$ cat config.mk
export PLATFORM = sky130hd
export DESIGN_NAME = bmh_handler
export DESIGN_NICKNAME = d
export VERILOG_FILES = /design/src/design/bmh_pkg.sv /design/src/design/bmh_handler.sv /design/src/design/bmh_rate_check.sv
export SDC_FILE = /design/constraint.sdc
export NUM_CORES = 1
export LEC_CHECK = 0
export BUFFER_PORTS_ARGS = -buffer_cell sky130_fd_sc_hd__clkbuf_2
export CAP_MARGIN = 20
export CORE_MARGIN = 2
export CORE_UTILIZATION = 53
export CTS_CLUSTER_SIZE = 16
export DETAILED_ROUTE_END_ITERATION = 8
export PLACE_DENSITY = 0.76
export SKIP_CTS_REPAIR_TIMING = 1
export SLEW_MARGIN = 20
export SYNTH_ARGS = -nofsm -noshare
export SYNTH_HDL_FRONTEND = slang
export SYNTH_SLANG_ARGS = --single-unit
$ cat constraint.sdc
create_clock -name clk_sys_i -period 2.8 [get_ports clk_sys_i]
set_input_delay 0 -clock clk_sys_i [delete_from_list [all_inputs] [get_ports clk_sys_i]]
set_output_delay 0 -clock clk_sys_i [all_outputs]
set_load 0.05 [all_outputs]
$ cat src/design/bmh_pkg.sv
// Package with message codes, field layout and reset values for the bootload message handler.
package bmh_pkg;
  localparam int HEADER_BYTES = 8;
  localparam int BOUNDS_DATA_BYTES = 4;
  localparam logic [7:0] SUB_PING_REQUEST = 8'h01;
  localparam logic [7:0] SUB_PING_ANSWER = 8'h02;
  localparam logic [7:0] SUB_RATE_CHANGE_REQUEST = 8'h03;
  localparam logic [7:0] SUB_RATE_CHANGE_ANSWER = 8'h04;
  localparam logic [7:0] SUB_IMAGE_BOUNDS_REQUEST = 8'h05;
  localparam logic [7:0] SUB_IMAGE_BOUNDS_ANSWER = 8'h06;
  localparam logic [31:0] FIRST_STAGE_LOADER_TYPE = 32'h0000_0000;
  localparam logic [31:0] SECOND_STAGE_LOADER_TYPE = 32'h0000_0001;
  localparam logic [31:0] APPLICATION_PROGRAM_TYPE = 32'h0000_0002;
  localparam logic [31:0] BAD_PROBE_TARGET_ERROR = 32'h0000_0000;
  localparam logic [31:0] BAD_RATE_ERROR = 32'h0000_0001;
  localparam logic [31:0] BOUNDS_RANGE_ERROR = 32'h0000_0002;
  localparam logic [7:0] RESULT_PASS = 8'h01;
  localparam logic [7:0] RESULT_FAIL = 8'h00;
  localparam logic [15:0] COUNT_NONE = 16'h0000;
  localparam logic [15:0] COUNT_BOUNDS = 16'h0004;
  localparam logic [31:0] RESET_BAUD = 32'h0001_C200;
  localparam logic [31:0] RESET_MIN_ADDR = 32'h0000_0000;
  localparam logic [31:0] RESET_MAX_ADDR = 32'h0000_0000;
  typedef enum logic [1:0] {BMH_RX, BMH_BOUNDS, BMH_TX, BMH_DONE} bmh_state_t;
endpackage

$ cat src/design/bmh_handler.sv
// Message handler that decodes host requests, builds each answer whole and sends it byte by byte.
`timescale 1ns/10ps
// Notes on behaviour
// RULE1: host opens with ping, zero flags
// RULE2: ping target must be first/second stage
// RULE3: types are 0, 1, 2
// RULE4: ping answer pass=1 type, fail=0 error
// RULE5: only eight standard rates accepted
// RULE6: host may skip rate change
// RULE7: no rate change over USB/Ethernet/second port
// RULE8: rate answer address 0 or error
// RULE9: answer fully sent before rate switch
// RULE10: host waits 10-100 ms after answer
// RULE11: bounds request count 4, keep both
// RULE12: ping and rate messages count zero
// RULE13: subID codes 1 through 6
// RULE14: fail codes 0, 1, 2
// RULE15: eight-byte header then data
// RULE16: multi-byte fields least significant first
// RULE17: failed rate change keeps current rate
module bmh_handler
#(
  parameter logic [31:0] RUNNING_TYPE = bmh_pkg::SECOND_STAGE_LOADER_TYPE
)
(
  input wire logic clk_sys_i,
  input wire logic arst_n_i,
  input wire logic [7:0] rx_data_i,
  input wire logic rx_valid_i,
  input wire logic tx_ready_i,
  output logic [7:0] tx_data_o,
  output logic tx_valid_o,
  output logic [31:0] baud_rate_o,
  output logic baud_change_o,
  output logic [31:0] min_addr_o,
  output logic [31:0] max_addr_o,
  output logic bounds_valid_o,
  output logic bad_message_o
);
  import bmh_pkg::*;
  typedef struct packed {
    bmh_state_t state;
    logic [63:0] hdr;
    logic [31:0] data;
    logic [3:0] cnt;
    logic [63:0] ans;
    logic [31:0] new_rate;
    logic rate_pending;
    logic [7:0] tx_data;
    logic tx_valid;
    logic [31:0] baud;
    logic baud_change;
    logic [31:0] min_addr;
    logic [31:0] max_addr;
    logic bounds_valid;
    logic bad_message;
  } bmh_regs_t;
  bmh_regs_t s_reg;
  bmh_regs_t s_next;
  logic rate_ok;
  logic [7:0] h_sub;
  logic [15:0] h_count;
  logic [31:0] h_addr;
  // Header fields arrive least significant byte first, so the shift register fills from the top.
  assign h_sub = s_reg.hdr[7:0]; // RULE15 RULE16
  // The request's pass/fail byte in bits 15:8 is not checked.
  // Hosts fill it with zero, so a stray value there does not drop the message.
  assign h_count = s_reg.hdr[31:16];
  assign h_addr = s_reg.hdr[63:32];
  bmh_rate_check u_rate_check
  (
    .rate_i(h_addr),
    .ok_o(rate_ok)
  );
  function automatic logic [63:0] build_answer(input logic [7:0] sub, input logic pass,
    input logic [31:0] addr);
    build_answer = {addr, COUNT_NONE, (pass ? RESULT_PASS : RESULT_FAIL), sub}; // RULE12
  endfunction
  always_comb
  begin
    s_next = s_reg;
    s_next.baud_change = 1'b0;
    s_next.bad_message = 1'b0;
    case (s_reg.state)
      BMH_RX:
      begin
        if (rx_valid_i)
        begin
          s_next.hdr = {rx_data_i, s_reg.hdr[63:8]};
          s_next.cnt = s_reg.cnt + 4'h1;
        end
      end
      BMH_BOUNDS:
      begin
        if (rx_valid_i)
        begin
          s_next.data = {rx_data_i, s_reg.data[31:8]}; // RULE16
          s_next.cnt = s_reg.cnt + 4'h1;
          if (s_reg.cnt == 4'(BOUNDS_DATA_BYTES - 1))
          begin
            s_next.cnt = 4'h0;
            s_next.state = BMH_DONE;
          end
        end
      end
      BMH_DONE:
      begin
        // A complete header (and data, if any) is decoded here.
        s_next.state = BMH_TX;
        s_next.cnt = 4'h0;
        if (h_sub == SUB_PING_REQUEST && h_count == COUNT_NONE) // RULE13 RULE1 RULE12
        begin
          if (h_addr == FIRST_STAGE_LOADER_TYPE || h_addr == SECOND_STAGE_LOADER_TYPE) // RULE2 RULE3
          begin
            s_next.ans = build_answer(SUB_PING_ANSWER, 1'b1, RUNNING_TYPE); // RULE4
          end
          else
          begin
            s_next.ans = build_answer(SUB_PING_ANSWER, 1'b0, BAD_PROBE_TARGET_ERROR); // RULE4 RULE14
          end
        end
        else if (h_sub == SUB_RATE_CHANGE_REQUEST && h_count == COUNT_NONE) // RULE12
        begin
          if (rate_ok)
          begin
            s_next.ans = build_answer(SUB_RATE_CHANGE_ANSWER, 1'b1, 32'h0000_0000); // RULE8
            s_next.new_rate = h_addr;
            s_next.rate_pending = 1'b1;
          end
          else
          begin
            s_next.ans = build_answer(SUB_RATE_CHANGE_ANSWER, 1'b0, BAD_RATE_ERROR); // RULE8 RULE17
          end
        end
        else if (h_sub == SUB_IMAGE_BOUNDS_REQUEST && h_count == COUNT_BOUNDS) // RULE11
        begin
          if (h_addr <= s_reg.data)
          begin
            s_next.min_addr = h_addr; // RULE11
            s_next.max_addr = s_reg.data;
            s_next.bounds_valid = 1'b1;
            s_next.ans = build_answer(SUB_IMAGE_BOUNDS_ANSWER, 1'b1, 32'h0000_0000);
          end
          else
          begin
            s_next.ans = build_answer(SUB_IMAGE_BOUNDS_ANSWER, 1'b0, BOUNDS_RANGE_ERROR); // RULE14
          end
        end
        else
        begin
          // Unknown or malformed requests are dropped without an answer.
          s_next.bad_message = 1'b1;
          s_next.state = BMH_RX;
        end
      end
      BMH_TX:
      begin
        if (!s_reg.tx_valid || tx_ready_i)
        begin
          if (s_reg.cnt == 4'(HEADER_BYTES))
          begin
            s_next.tx_valid = 1'b0;
            s_next.state = BMH_RX;
            s_next.cnt = 4'h0;
            // The answer's last byte has been taken at the old rate before the switch.
            if (s_reg.rate_pending) // RULE9
            begin
              s_next.baud = s_reg.new_rate;
              s_next.baud_change = 1'b1;
              s_next.rate_pending = 1'b0;
            end
          end
          else
          begin
            s_next.tx_data = s_reg.ans[7:0]; // RULE16
            s_next.ans = {8'h00, s_reg.ans[63:8]};
            s_next.tx_valid = 1'b1;
            s_next.cnt = s_reg.cnt + 4'h1;
          end
        end
      end
      default:
      begin
        s_next.state = BMH_RX;
      end
    endcase
    if (s_reg.state == BMH_RX && rx_valid_i && s_reg.cnt == 4'(HEADER_BYTES - 1))
    begin
      s_next.cnt = 4'h0;
      // Header is complete once the eighth byte is in; the new byte is the last.
      if (s_next.hdr[7:0] == SUB_IMAGE_BOUNDS_REQUEST && s_next.hdr[31:16] == COUNT_BOUNDS)
      begin
        s_next.state = BMH_BOUNDS; // RULE15
      end
      else
      begin
        s_next.state = BMH_DONE;
      end
    end
  end
  always_ff @(posedge clk_sys_i or negedge arst_n_i)
  begin
    if (!arst_n_i)
    begin
      s_reg <= '{state: BMH_RX, hdr: 64'h0, data: 32'h0, cnt: 4'h0, ans: 64'h0,
        new_rate: RESET_BAUD, rate_pending: 1'b0, tx_data: 8'h00, tx_valid: 1'b0,
        baud: RESET_BAUD, baud_change: 1'b0, min_addr: RESET_MIN_ADDR,
        max_addr: RESET_MAX_ADDR, bounds_valid: 1'b0, bad_message: 1'b0};
    end
    else
    begin
      s_reg <= s_next;
    end
  end
  assign tx_data_o = s_reg.tx_data;
  assign tx_valid_o = s_reg.tx_valid;
  assign baud_rate_o = s_reg.baud;
  assign baud_change_o = s_reg.baud_change;
  assign min_addr_o = s_reg.min_addr;
  assign max_addr_o = s_reg.max_addr;
  assign bounds_valid_o = s_reg.bounds_valid;
  assign bad_message_o = s_reg.bad_message;
endmodule

$ cat src/design/bmh_rate_check.sv
// Checks a requested port rate against the supported set.
`timescale 1ns/10ps
module bmh_rate_check
(
  input wire logic [31:0] rate_i,
  output logic ok_o
);
  import bmh_pkg::*;
  localparam logic [31:0] RATES [8] = '{32'h0000_04B0, 32'h0000_0960, 32'h0000_12C0,
    32'h0000_2580, 32'h0000_4B00, 32'h0000_9600, 32'h0000_E100, 32'h0001_C200};
  logic [7:0] hit;
  genvar g;
  generate
    for (g = 0; g < 8; g++)
    begin : g_rate
      assign hit[g] = (rate_i == RATES[g]); // RULE5
    end
  endgenerate
  assign ok_o = |hit;
endmodule

* After elaboration in Yosys (flattened, before gate mapping)
Cells that the tools add are included.
** Storage, ports and cells
- Flip-flop bits (word level) :: 307
- Input port bits :: 12
- Output and inout port bits :: 108
- Word-level logic and storage cells :: 122
** Cells by class
- $add $sub $neg :: 1
- Order comparisons :: 1
- Equality and inequality tests :: 33
- Mux-type cells :: 42
- Bitwise operators :: 3
- Reductions and logical operators :: 26
** Operator list (count)
- $mux W64 :: 4
- $mux W33 :: 4
- $pmux W64 S2 :: 1
- $mux W68 :: 1
- $eq A32 B16 Y1 const B :: 2
- $mux W32 :: 2
- $mux W43 :: 1
- $mux W34 :: 1
- $eq A16 B3 Y1 const B :: 2
- $eq A32 B1 Y1 const B :: 1
- $eq A32 B11 Y1 const B :: 1
- $eq A32 B12 Y1 const B :: 1
- $eq A32 B13 Y1 const B :: 1
- $eq A32 B14 Y1 const B :: 1
- $eq A32 B15 Y1 const B :: 1
- $eq A32 B17 Y1 const B :: 1
- $le A32 B32 Y1 :: 1
- $logic_not A32 Y1 :: 1
- $mux W4 :: 5
- $mux W2 :: 9
- $eq A8 B3 Y1 const B :: 2
- $logic_not A16 Y1 :: 1
- $pmux W4 S4 :: 1
- $ne A2 B2 Y1 const B :: 6
- 28 further kinds :: 55

* Longest topological paths before layout
Gate-level depths: netlist of run 1.
- Depth in word-level cells :: 7
- Gate-level depth with buffers :: 11
- Gate-level depth less buffers :: 9

* Cells and area by module
A second synthesis of run 1 with hierarchy kept.
** Unflattened totals
- Cells, all modules :: 976
- Area, all modules :: 11567.3 sq um
** By module, submodules not included
- bmh_handler :: times used 1, cells each 943, area each 11338.4 sq um, seq. area each 6241.0 sq um
- bmh_rate_check :: times used 1, cells each 33, area each 229.0 sq um, seq. area each 0.0 sq um

* Worst setup path before layout of run 1
Ideal clock, no wire load.
- Path type :: register to register
- From :: register s_reg (netlist bit h_addr[4])
- To :: register s_reg[116] in the netlist's numbering
- Setup time :: 125 ps
- Arrival :: 2892 ps
- Required time :: 2675 ps
- Path slack :: -217 ps
- Stages on the path, launching flop included :: 10
- Path buffers :: 2
- Period minus slack after synthesis :: 3017 ps
- Cells stage by stage :: dfrtp_1 > buf_2 > or4_1 > or4_4 > nor4_2 > a41oi_1 > a2111oi_2 > o211ai_2 > buf_6 > mux2_4
** On the way
- Longest elaborated chain between the ends :: 3
- Elaborated cells between the ends (all ways) :: 10
- Classes of those cells :: 8 x eq/ne; 2 x reduce/logical
** Ends and longest elaborated chain
- start: declaration :: RTL line bmh_handler.sv:58 : bmh_regs_t s_reg;
- start signal: assignment :: RTL line bmh_handler.sv:205 : s_reg <= '{state: BMH_RX, hdr: 64'h0, data: 32'h0, cnt: 4'h0, ans: 64'h0,
- start signal: assignment :: RTL line bmh_handler.sv:212 : s_reg <= s_next;
- $eq A32 B11 Y1, or another cell as far along :: RTL line bmh_rate_check.sv:16 : assign hit[g] = (rate_i == RATES[g]);
- $reduce_or A8 Y1 * :: RTL line bmh_rate_check.sv:19 : assign ok_o = |hit;
- $reduce_and A4 Y1 (no source line) *
Every way passes the cells marked *; elsewhere a longest branch is shown, timed or not.
A chain may end at the register's enable or synchronous reset.

* Worst setup path after layout of run 1
- From :: register s_reg (netlist bit h_addr[4])
- To :: register s_reg[120] in the netlist's numbering
The elaborated chain is that of the path after synthesis.

==> results of run 1 <==
final cells by class:
| class | count | area [µm²] | area share |
|---|---|---|---|
| tap | 275 | 344 | 0.0258 |
| multi-input combinational | 562 | 4250 | 0.319 |
| inverter | 40 | 150 | 0.0112 |
| clock inverter | 14 | 126 | 0.00947 |
| clock buffer | 30 | 674 | 0.0505 |
| sequential | 249 | 6240 | 0.468 |
| timing repair buffer | 209 | 1560 | 0.117 |
routing by layer:
layer	track usage	wire length, µm
met1	0.292	10900
met3	0.0433	1530
met5	0	0
met2	0.351	12200
met4	0.0551	502
cells by family (layout without fill, tap and decap cells):
logic type / after synthesis / in the layout / synth area share
compound gates: 92 / 92 / 0.0493
xor+xnor: 1 / 1 / 0.000769
fa+ha+maj: 34 / 34 / 0.0373
buf+inv: 184 / 293 / 0.0956
flops: 249 / 249 / 0.548
mux: 150 / 150 / 0.151
other cells: 1 / 5 / 0.000329
simple gates: 280 / 280 / 0.117
report_power, final:
part	switching (mW)	leakage (nW)	internal, mW
Combinational	2.35	3.00	1.96
Clock	1.37	0.404	1.90
Sequential	0.648	3.26	4.41
Yosys cell counts, types with 6 or more instances:
| cell | count |
|---|---|
| a21oi_1 | 17 |
| a22o_1 | 6 |
| and2_1 | 20 |
| buf_1 | 7 |
| buf_4 | 104 |
| clkbuf_1 | 31 |
| dfrtp_1 | 241 |
| dfstp_2 | 8 |
| ha_1 | 34 |
| inv_1 | 40 |
| mux2_2 | 139 |
| mux2_4 | 10 |
| nand2_1 | 153 |
| nand3_1 | 11 |
| nand4_1 | 10 |
| nor2_1 | 23 |
| nor3_1 | 12 |
| nor4_1 | 14 |
| o21ai_0 | 46 |
layout by cell type (no fill, tap or decap), drive strengths merged, types with 3 or more instances in the layout:
master	n
dfrtp	241
nand2	153
clkbuf	150
mux2	149
buf	79
o21ai	47
inv	41
ha	34
nor2	23
and2	21
a21oi	17
nor4	15
nor3	12
nand3	11
nand4	10
clkinv	10
dlygate4sd3	10
dfstp	8
a22o	6
nor2b	5
nand4b	5
conb	5
or4	5
nor3b	4
o211ai	3
worst paths after layout:
path / startpoint / endpoint
max: h_addr[4] / s_reg[120]
min: tx_ready_i / s_reg[208]
max reg2reg: h_addr[4] / s_reg[120]
min reg2reg: s_reg[123] / baud_rate_o[14]
max in group asynchronous: arst_n_i / s_reg[124]
min in group asynchronous: arst_n_i / max_addr_o[2]
worst reg2reg max path, stage by stage, from the launching register on:
cell       delay (ns)
dfrtp_1          0.39
or4_4            0.54
or4_4            0.47
nor4_4           0.19
a41oi_1          0.12
a2111oi_4        0.44
o211ai_4         0.16
buf_12           0.20
mux2_4           0.29
==> reports/results.tsv, run 1 <==
stage	metric	value	unit
routing	final wirelength	25200	µm
power_and_ir_drop	Pleak	6.66	nW
critical_path	max incr delay on CP	0.54	ns
cells_and_area	design area	13300	µm²
logic_synthesis	post-synth top area share	0.529	
logic_synthesis	Yosys cell types	59	
cts	clk sinks	249	
critical_path	CP Buf/Inv Count	1	
logic_synthesis	Cell Area, Synth	11400	µm²
timing	Setup TNS	-2.47	ns
placed_design	Post-Place Cells	1304	
placed_design	dpl ws	-0.139	ns
placed_design	I/O Buffers	114	
cts	CTS tree	built	
power_and_ir_drop	Power Total	12.6	mW
logic_synthesis	#FFs+latches synth	249	
die	Die Area	22700	µm²
cells_and_area	antenna cells	0	
job	Max Cap Viol	0	
logic_synthesis	Mapped Cells	991	
timing	WHS	0.0445	ns
worst_hold_path	hold depth	4	
routing	DRC viols	0	
timing	fin crit share	1.04	
cells_and_area	Area Growth Syn to Fin	17.1	%
die	Die X	151	µm
global_routing	gr ovfl total	0	
routing	DRT antenna net count	0	
outcome	run status	finished, violations left	
timing	Slew HR	0.485	
placed_design	HPWL Detailed	16300	µm
global_routing	largest net degree at the start of global routing	103	
critical_path	crit-path cells	or4_4 > or4_4 > nor4_4 > a41oi_1 > a2111oi_4 > o211ai_4 > buf_12 > mux2_4	
global_routing	global-route wire length before repair	38500	µm
logic_synthesis	Most used DFF post-synth	dfrtp_1	
logic_synthesis	Post-synth EDFFs	0	
die	initial core utilization	0.540	
logic_synthesis	syn avg cell area	11.5	µm²
cts	Clk Latency, worst-skew pair	0.52	ns
placed_design	GPL Wtd Cong	0.879	
cts	htree depth	1	
routing	vias	7467	
logic_synthesis	main area contributors after synthesis	dfrtp_1, mux2_2, buf_4, nand2_1, ha_1	
critical_path	CP max-delay cell	or4_4	
cells_and_area	max FFs per register	90	
outcome	failing checks	negative setup slack	
die	Core Region	21100	µm²
cts	clock-pin slew on the worst setup and hold paths	0.07	ns
cells_and_area	fill cell count	1624	
worst_hold_path	Hold Crit Class	input port to register	
logic_synthesis	yosys synthesis warning count	0	
cells_and_area	layout cell share with drive strength beyond 1	0.398	
timing	final hold vios	0	
global_routing	vias in the first global route	7563	
timing	RSZ-0062 raised after global routing	true	
critical_path	worst r2r path cells	8	
critical_path	critical path class	register to register	
critical_path	critical path's top delay family	simple AND/OR/NAND/NOR gates	
critical_path	Crit. path cell count	8	
routing	drt initial violations	433	
timing	fin. max-slew vios	0	
timing	Peak Freq	343	MHz
critical_path	crit end category	register	
placed_design	Placed Area	12000	µm²
logic_synthesis	cell accounting for the most synthesized area	dfrtp_1	
cts	deepest clock path buffer count	3	
critical_path	worst-path maximum fanout	9	
cells_and_area	layout net count	1133	
critical_path	Crit path top cell by count	or4_4	
routing	vias per inst	5.41	
timing	Clock Skews	0.0139	ns
power_and_ir_drop	PD cells	946	nW/µm²
die	Core Rows	53	
global_routing	GRT Total Usage	0.214	
critical_path	crit path DAT	3.31	ns
cts	TritonCTS Buffers	25	
critical_path	CP Launch Type	register	
logic_synthesis	register area share after synthesis	0.548	
cells_and_area	fin cells	1379	
routing	Pre-Repair DR Iteration Count	5	
routing	post-DR wirelength/cell	18.3	µm
timing	Setup WS post-layout	-0.112	ns
logic_synthesis	Post-synth ARST share	1.00	
timing	Tmin final	2.91	ns
global_routing	antenna violations before repair	0	
die	Top Ports	120	
critical_path	Reg2Reg Setup Slack	-0.11	ns
cts	CTS root buffer	clkbuf_16	
cells_and_area	post-route core utilization	0.633	
power_and_ir_drop	maximum VDD drop	0.000573	V
die	Die H	151	µm
timing	worst-margin pin slew	0.773	ns
timing	endpoints failing setup	28	
critical_path	CP required	3.20	ns
Power figures use the tool's default switching activity.
==> run 2, diff against run 1 <==
--- a/config.mk
+++ b/config.mk
@@ -8,10 +8,10 @@
 export BUFFER_PORTS_ARGS = -buffer_cell sky130_fd_sc_hd__clkbuf_2
 export CAP_MARGIN = 20
 export CORE_MARGIN = 2
-export CORE_UTILIZATION = 53
+export CORE_UTILIZATION = 59
 export CTS_CLUSTER_SIZE = 16
 export DETAILED_ROUTE_END_ITERATION = 8
-export PLACE_DENSITY = 0.76
+export PLACE_DENSITY = 0.8
 export SKIP_CTS_REPAIR_TIMING = 1
 export SLEW_MARGIN = 20
 export SYNTH_ARGS = -nofsm -noshare
==> constraint.sdc (replaced) <==
create_clock -name clk_sys_i -period 3.3 [get_ports clk_sys_i]
set_input_delay 0 -clock clk_sys_i [delete_from_list [all_inputs] [get_ports clk_sys_i]]
set_output_delay 0 -clock clk_sys_i [all_outputs]
set_load 0.05 [all_outputs]
==> run 2 against run 1 <==
The run now ends clean. Final cell count fell by 5.1%. Global-route usage up 2.0 points. Largest power group unchanged. Die area is 9.9% lower. Highest routed layer unchanged. Sequential power is 11% lower. Clock power decreased by 6.4%.
==> reports/results.tsv, run 2 (synthesized netlist as in run 1, its figures left out) <==
stage	metric	value	unit	change
timing	fin crit share	0.933		was 1.04
critical_path	critical path class	register to register		unchanged
power_and_ir_drop	part of the power in combinational logic	0.285		was 0.341
cts	clock-pin slew on the worst setup and hold paths	0.06	ns	was 0.07 ns
die	initial core utilization	0.605		was 0.540
timing	Peak Freq	325	MHz	was 343 MHz
power_and_ir_drop	maximum VDD drop	0.000530	V	was 0.000573 V
critical_path	worst-path maximum fanout	52		was 9
routing	drt initial violations	501		was 433
power_and_ir_drop	portion of total power attributed to sequential cells	0.424		was 0.400
cts	clk sinks	249		unchanged
timing	Clock Skews	0.0114	ns	was 0.0139 ns
power_and_ir_drop	clock share of power	0.291		was 0.259
timing	final hold vios	0		unchanged
cells_and_area	area of the multi-input gates	4090	µm²	was 4250 µm²
timing	Setup TNS	0	ns	was -2.47 ns
die	Die Area	20400	µm²	was 22,700 µm²
critical_path	max incr delay on CP	0.64	ns	was 0.54 ns
routing	vias	7338		was 7,467
cts	CTS tree	built		unchanged
cells_and_area	max FFs per register	90		unchanged
routing	post-DR wirelength/cell	17.8	µm	was 18.3 µm
cells_and_area	fill cell count	1324		was 1,624
cts	CTS root buffer	clkbuf_16		unchanged
timing	RSZ-0062 raised after global routing	false		was true
cells_and_area	antenna cells	0		unchanged
critical_path	crit-path cells	ha_1 > nand4_1 > nor2_1 > a221o_1 > nor3_1 > a2bb2oi_1 > and3_2 > buf_12 > mux2_2		was or4_4 > or4_4 > nor4_4 > a41oi_1 > a2111oi_4 > o211ai_4 > buf_12 > mux2_4
timing	Tmin final	3.08	ns	was 2.91 ns
power_and_ir_drop	PD cells	835	nW/µm²	was 946 nW/µm²
global_routing	largest net degree at the start of global routing	104		was 103
global_routing	vias in the first global route	7306		was 7,563
power_and_ir_drop	Power Total	10.5	mW	was 12.6 mW
routing	vias per inst	5.61		was 5.41
critical_path	CP Buf/Inv Count	1		unchanged
outcome	run status	completed		was finished, violations left
placed_design	HPWL Detailed	15400	µm	was 16,300 µm
power_and_ir_drop	sw power	3.56	mW	was 4.37 mW
critical_path	CP Launch Type	register		unchanged
global_routing	GRT Total Usage	0.234		was 0.214
placed_design	Placed Area	11600	µm²	was 12,000 µm²
cells_and_area	design area	12600	µm²	was 13,300 µm²
placed_design	GPL Wtd Cong	0.875		was 0.879
timing	endpoints failing setup	0		was 28
job	Max Cap Viol	0		unchanged
power_and_ir_drop	Pleak	6.32	nW	was 6.66 nW
critical_path	CP max-delay cell	dfrtp_1		was or4_4
power_and_ir_drop	sw frac	0.338		was 0.346
cells_and_area	layout cell share with drive strength beyond 1	0.335		was 0.398
power_and_ir_drop	cell-internal power	6.99	mW	was 8.26 mW
cts	TritonCTS Buffers	25		unchanged
routing	DRT antenna net count	0		unchanged
routing	Pre-Repair DR Iteration Count	5		unchanged
die	Core Region	18800	µm²	was 21,100 µm²
global_routing	gr ovfl total	0		unchanged
die	Top Ports	120		unchanged
timing	worst-margin pin slew	0.786	ns	was 0.773 ns
cts	deepest clock path buffer count	3		unchanged
critical_path	crit end category	register		unchanged
cells_and_area	layout net count	1076		was 1,133
die	Core Rows	50		was 53
cells_and_area	Sequential Area	6240	µm²	about the same
cts	Clk Latency, worst-skew pair	0.51	ns	was 0.52 ns
die	Die X	143	µm	was 151 µm
critical_path	critical path's top delay family	simple AND/OR/NAND/NOR gates		unchanged
cts	htree depth	1		unchanged
cells_and_area	commonest non-fill, non-tap cells in the layout	dfrtp_1, nand2_1, mux2_2		unchanged
die	Die H	143	µm	was 151 µm
routing	final wirelength	23200	µm	was 25,200 µm
global_routing	antenna violations before repair	0		unchanged
placed_design	I/O Buffers	114		unchanged
cells_and_area	most common cell after layout, fill and taps aside	dfrtp_1		unchanged
global_routing	global-route wire length before repair	38000	µm	was 38,500 µm
timing	Slew HR	0.476		was 0.485
worst_hold_path	Hold Crit Class	input port to register		unchanged
critical_path	CP required	3.68	ns	was 3.20 ns
critical_path	crit path DAT	3.46	ns	was 3.31 ns
timing	fin. max-slew vios	0		unchanged
routing	DRC viols	0		unchanged
cells_and_area	Area Growth Syn to Fin	10.9	%	was 17.1%
run 2: changes by cell type in the layout (fill, tap and decap cells not counted), sizes merged:
cell | previous run | this run
buf | 79 | 29
bufinv | 2 | 5
clkbuf | 150 | 146
clkinv | 10 | 5
clkinvlp | 1 | 2
inv | 41 | 40
run 2: final timing paths:
check / startpoint / to / slack, ns / depth (start not counted)
worst min-delay path: tx_ready_i / s_reg[208] / 0.02 / 4
worst max-delay path: h_addr[9] / max_addr_o[8] / 0.22 / 9
max in group asynchronous: arst_n_i / max_addr_o[11] / 2.23 / 3
worst min register to register: baud_rate_o[16] / baud_rate_o[16] / 0.46 / 2
worst max register to register: h_addr[9] / max_addr_o[8] / 0.22 / 9
min in group asynchronous: arst_n_i / max_addr_o[13] / 0.12 / 2
run 2: cell type report:
type,count,area share
clock buffers,33,0.0566
clock inverters,12,0.0151
inverters,40,0.0119
multi-input cells,562,0.323
flip-flops and latches,249,0.494
well taps,260,0.0257
repair buffers,152,0.0735
run 2: power by group through the flow:
stage | Sequential [mW] | Combinational [mW] | Clock (mW)
after floorplan | 4.21 | 2.14 | 0
after CTS | 4.45 | 2.97 | 3.09
final | 4.47 | 3.01 | 3.06
after global placement | 4.45 | 2.77 | 0
after detailed placement | 4.50 | 2.90 | 0
after global routing | 4.55 | 3.34 | 3.23
run 2: layer usage:
layer | vias up | global-route usage | part of all wire
met3 | 42 | 0.0399 | 0.061
met5 | - | 0 | 0
met1 | 3671 | 0.330 | 0.44
li1 | 3371 | - | -
met2 | 254 | 0.378 | 0.48
met4 | 0 | 0.0646 | 0.019
run 2: stage by stage:
step	setup WS [ns]	std cells	hold slack, ns	utilization
5_1_grt	0.121	1308	0.0425	0.671
4_1_cts	0.240	1298	-0.430	0.666
3_3_place_gp	0.340	1253	0.0946	0.618
3_5_place_dp	0.258	1253	0.101	0.618
2_1_floorplan	0.283	995	-0.296	-
6_report	0.221	1308	0.0202	0.671
run 2: worst reg2reg max path: stages, from the launching register on:
cell       delay, ns
dfrtp_1         0.64
ha_1            0.37
nand4_1         0.17
nor2_1          0.06
a221o_1         0.30
nor3_1          0.26
a2bb2oi_1       0.22
and3_2          0.24
buf_12          0.27
mux2_2          0.43
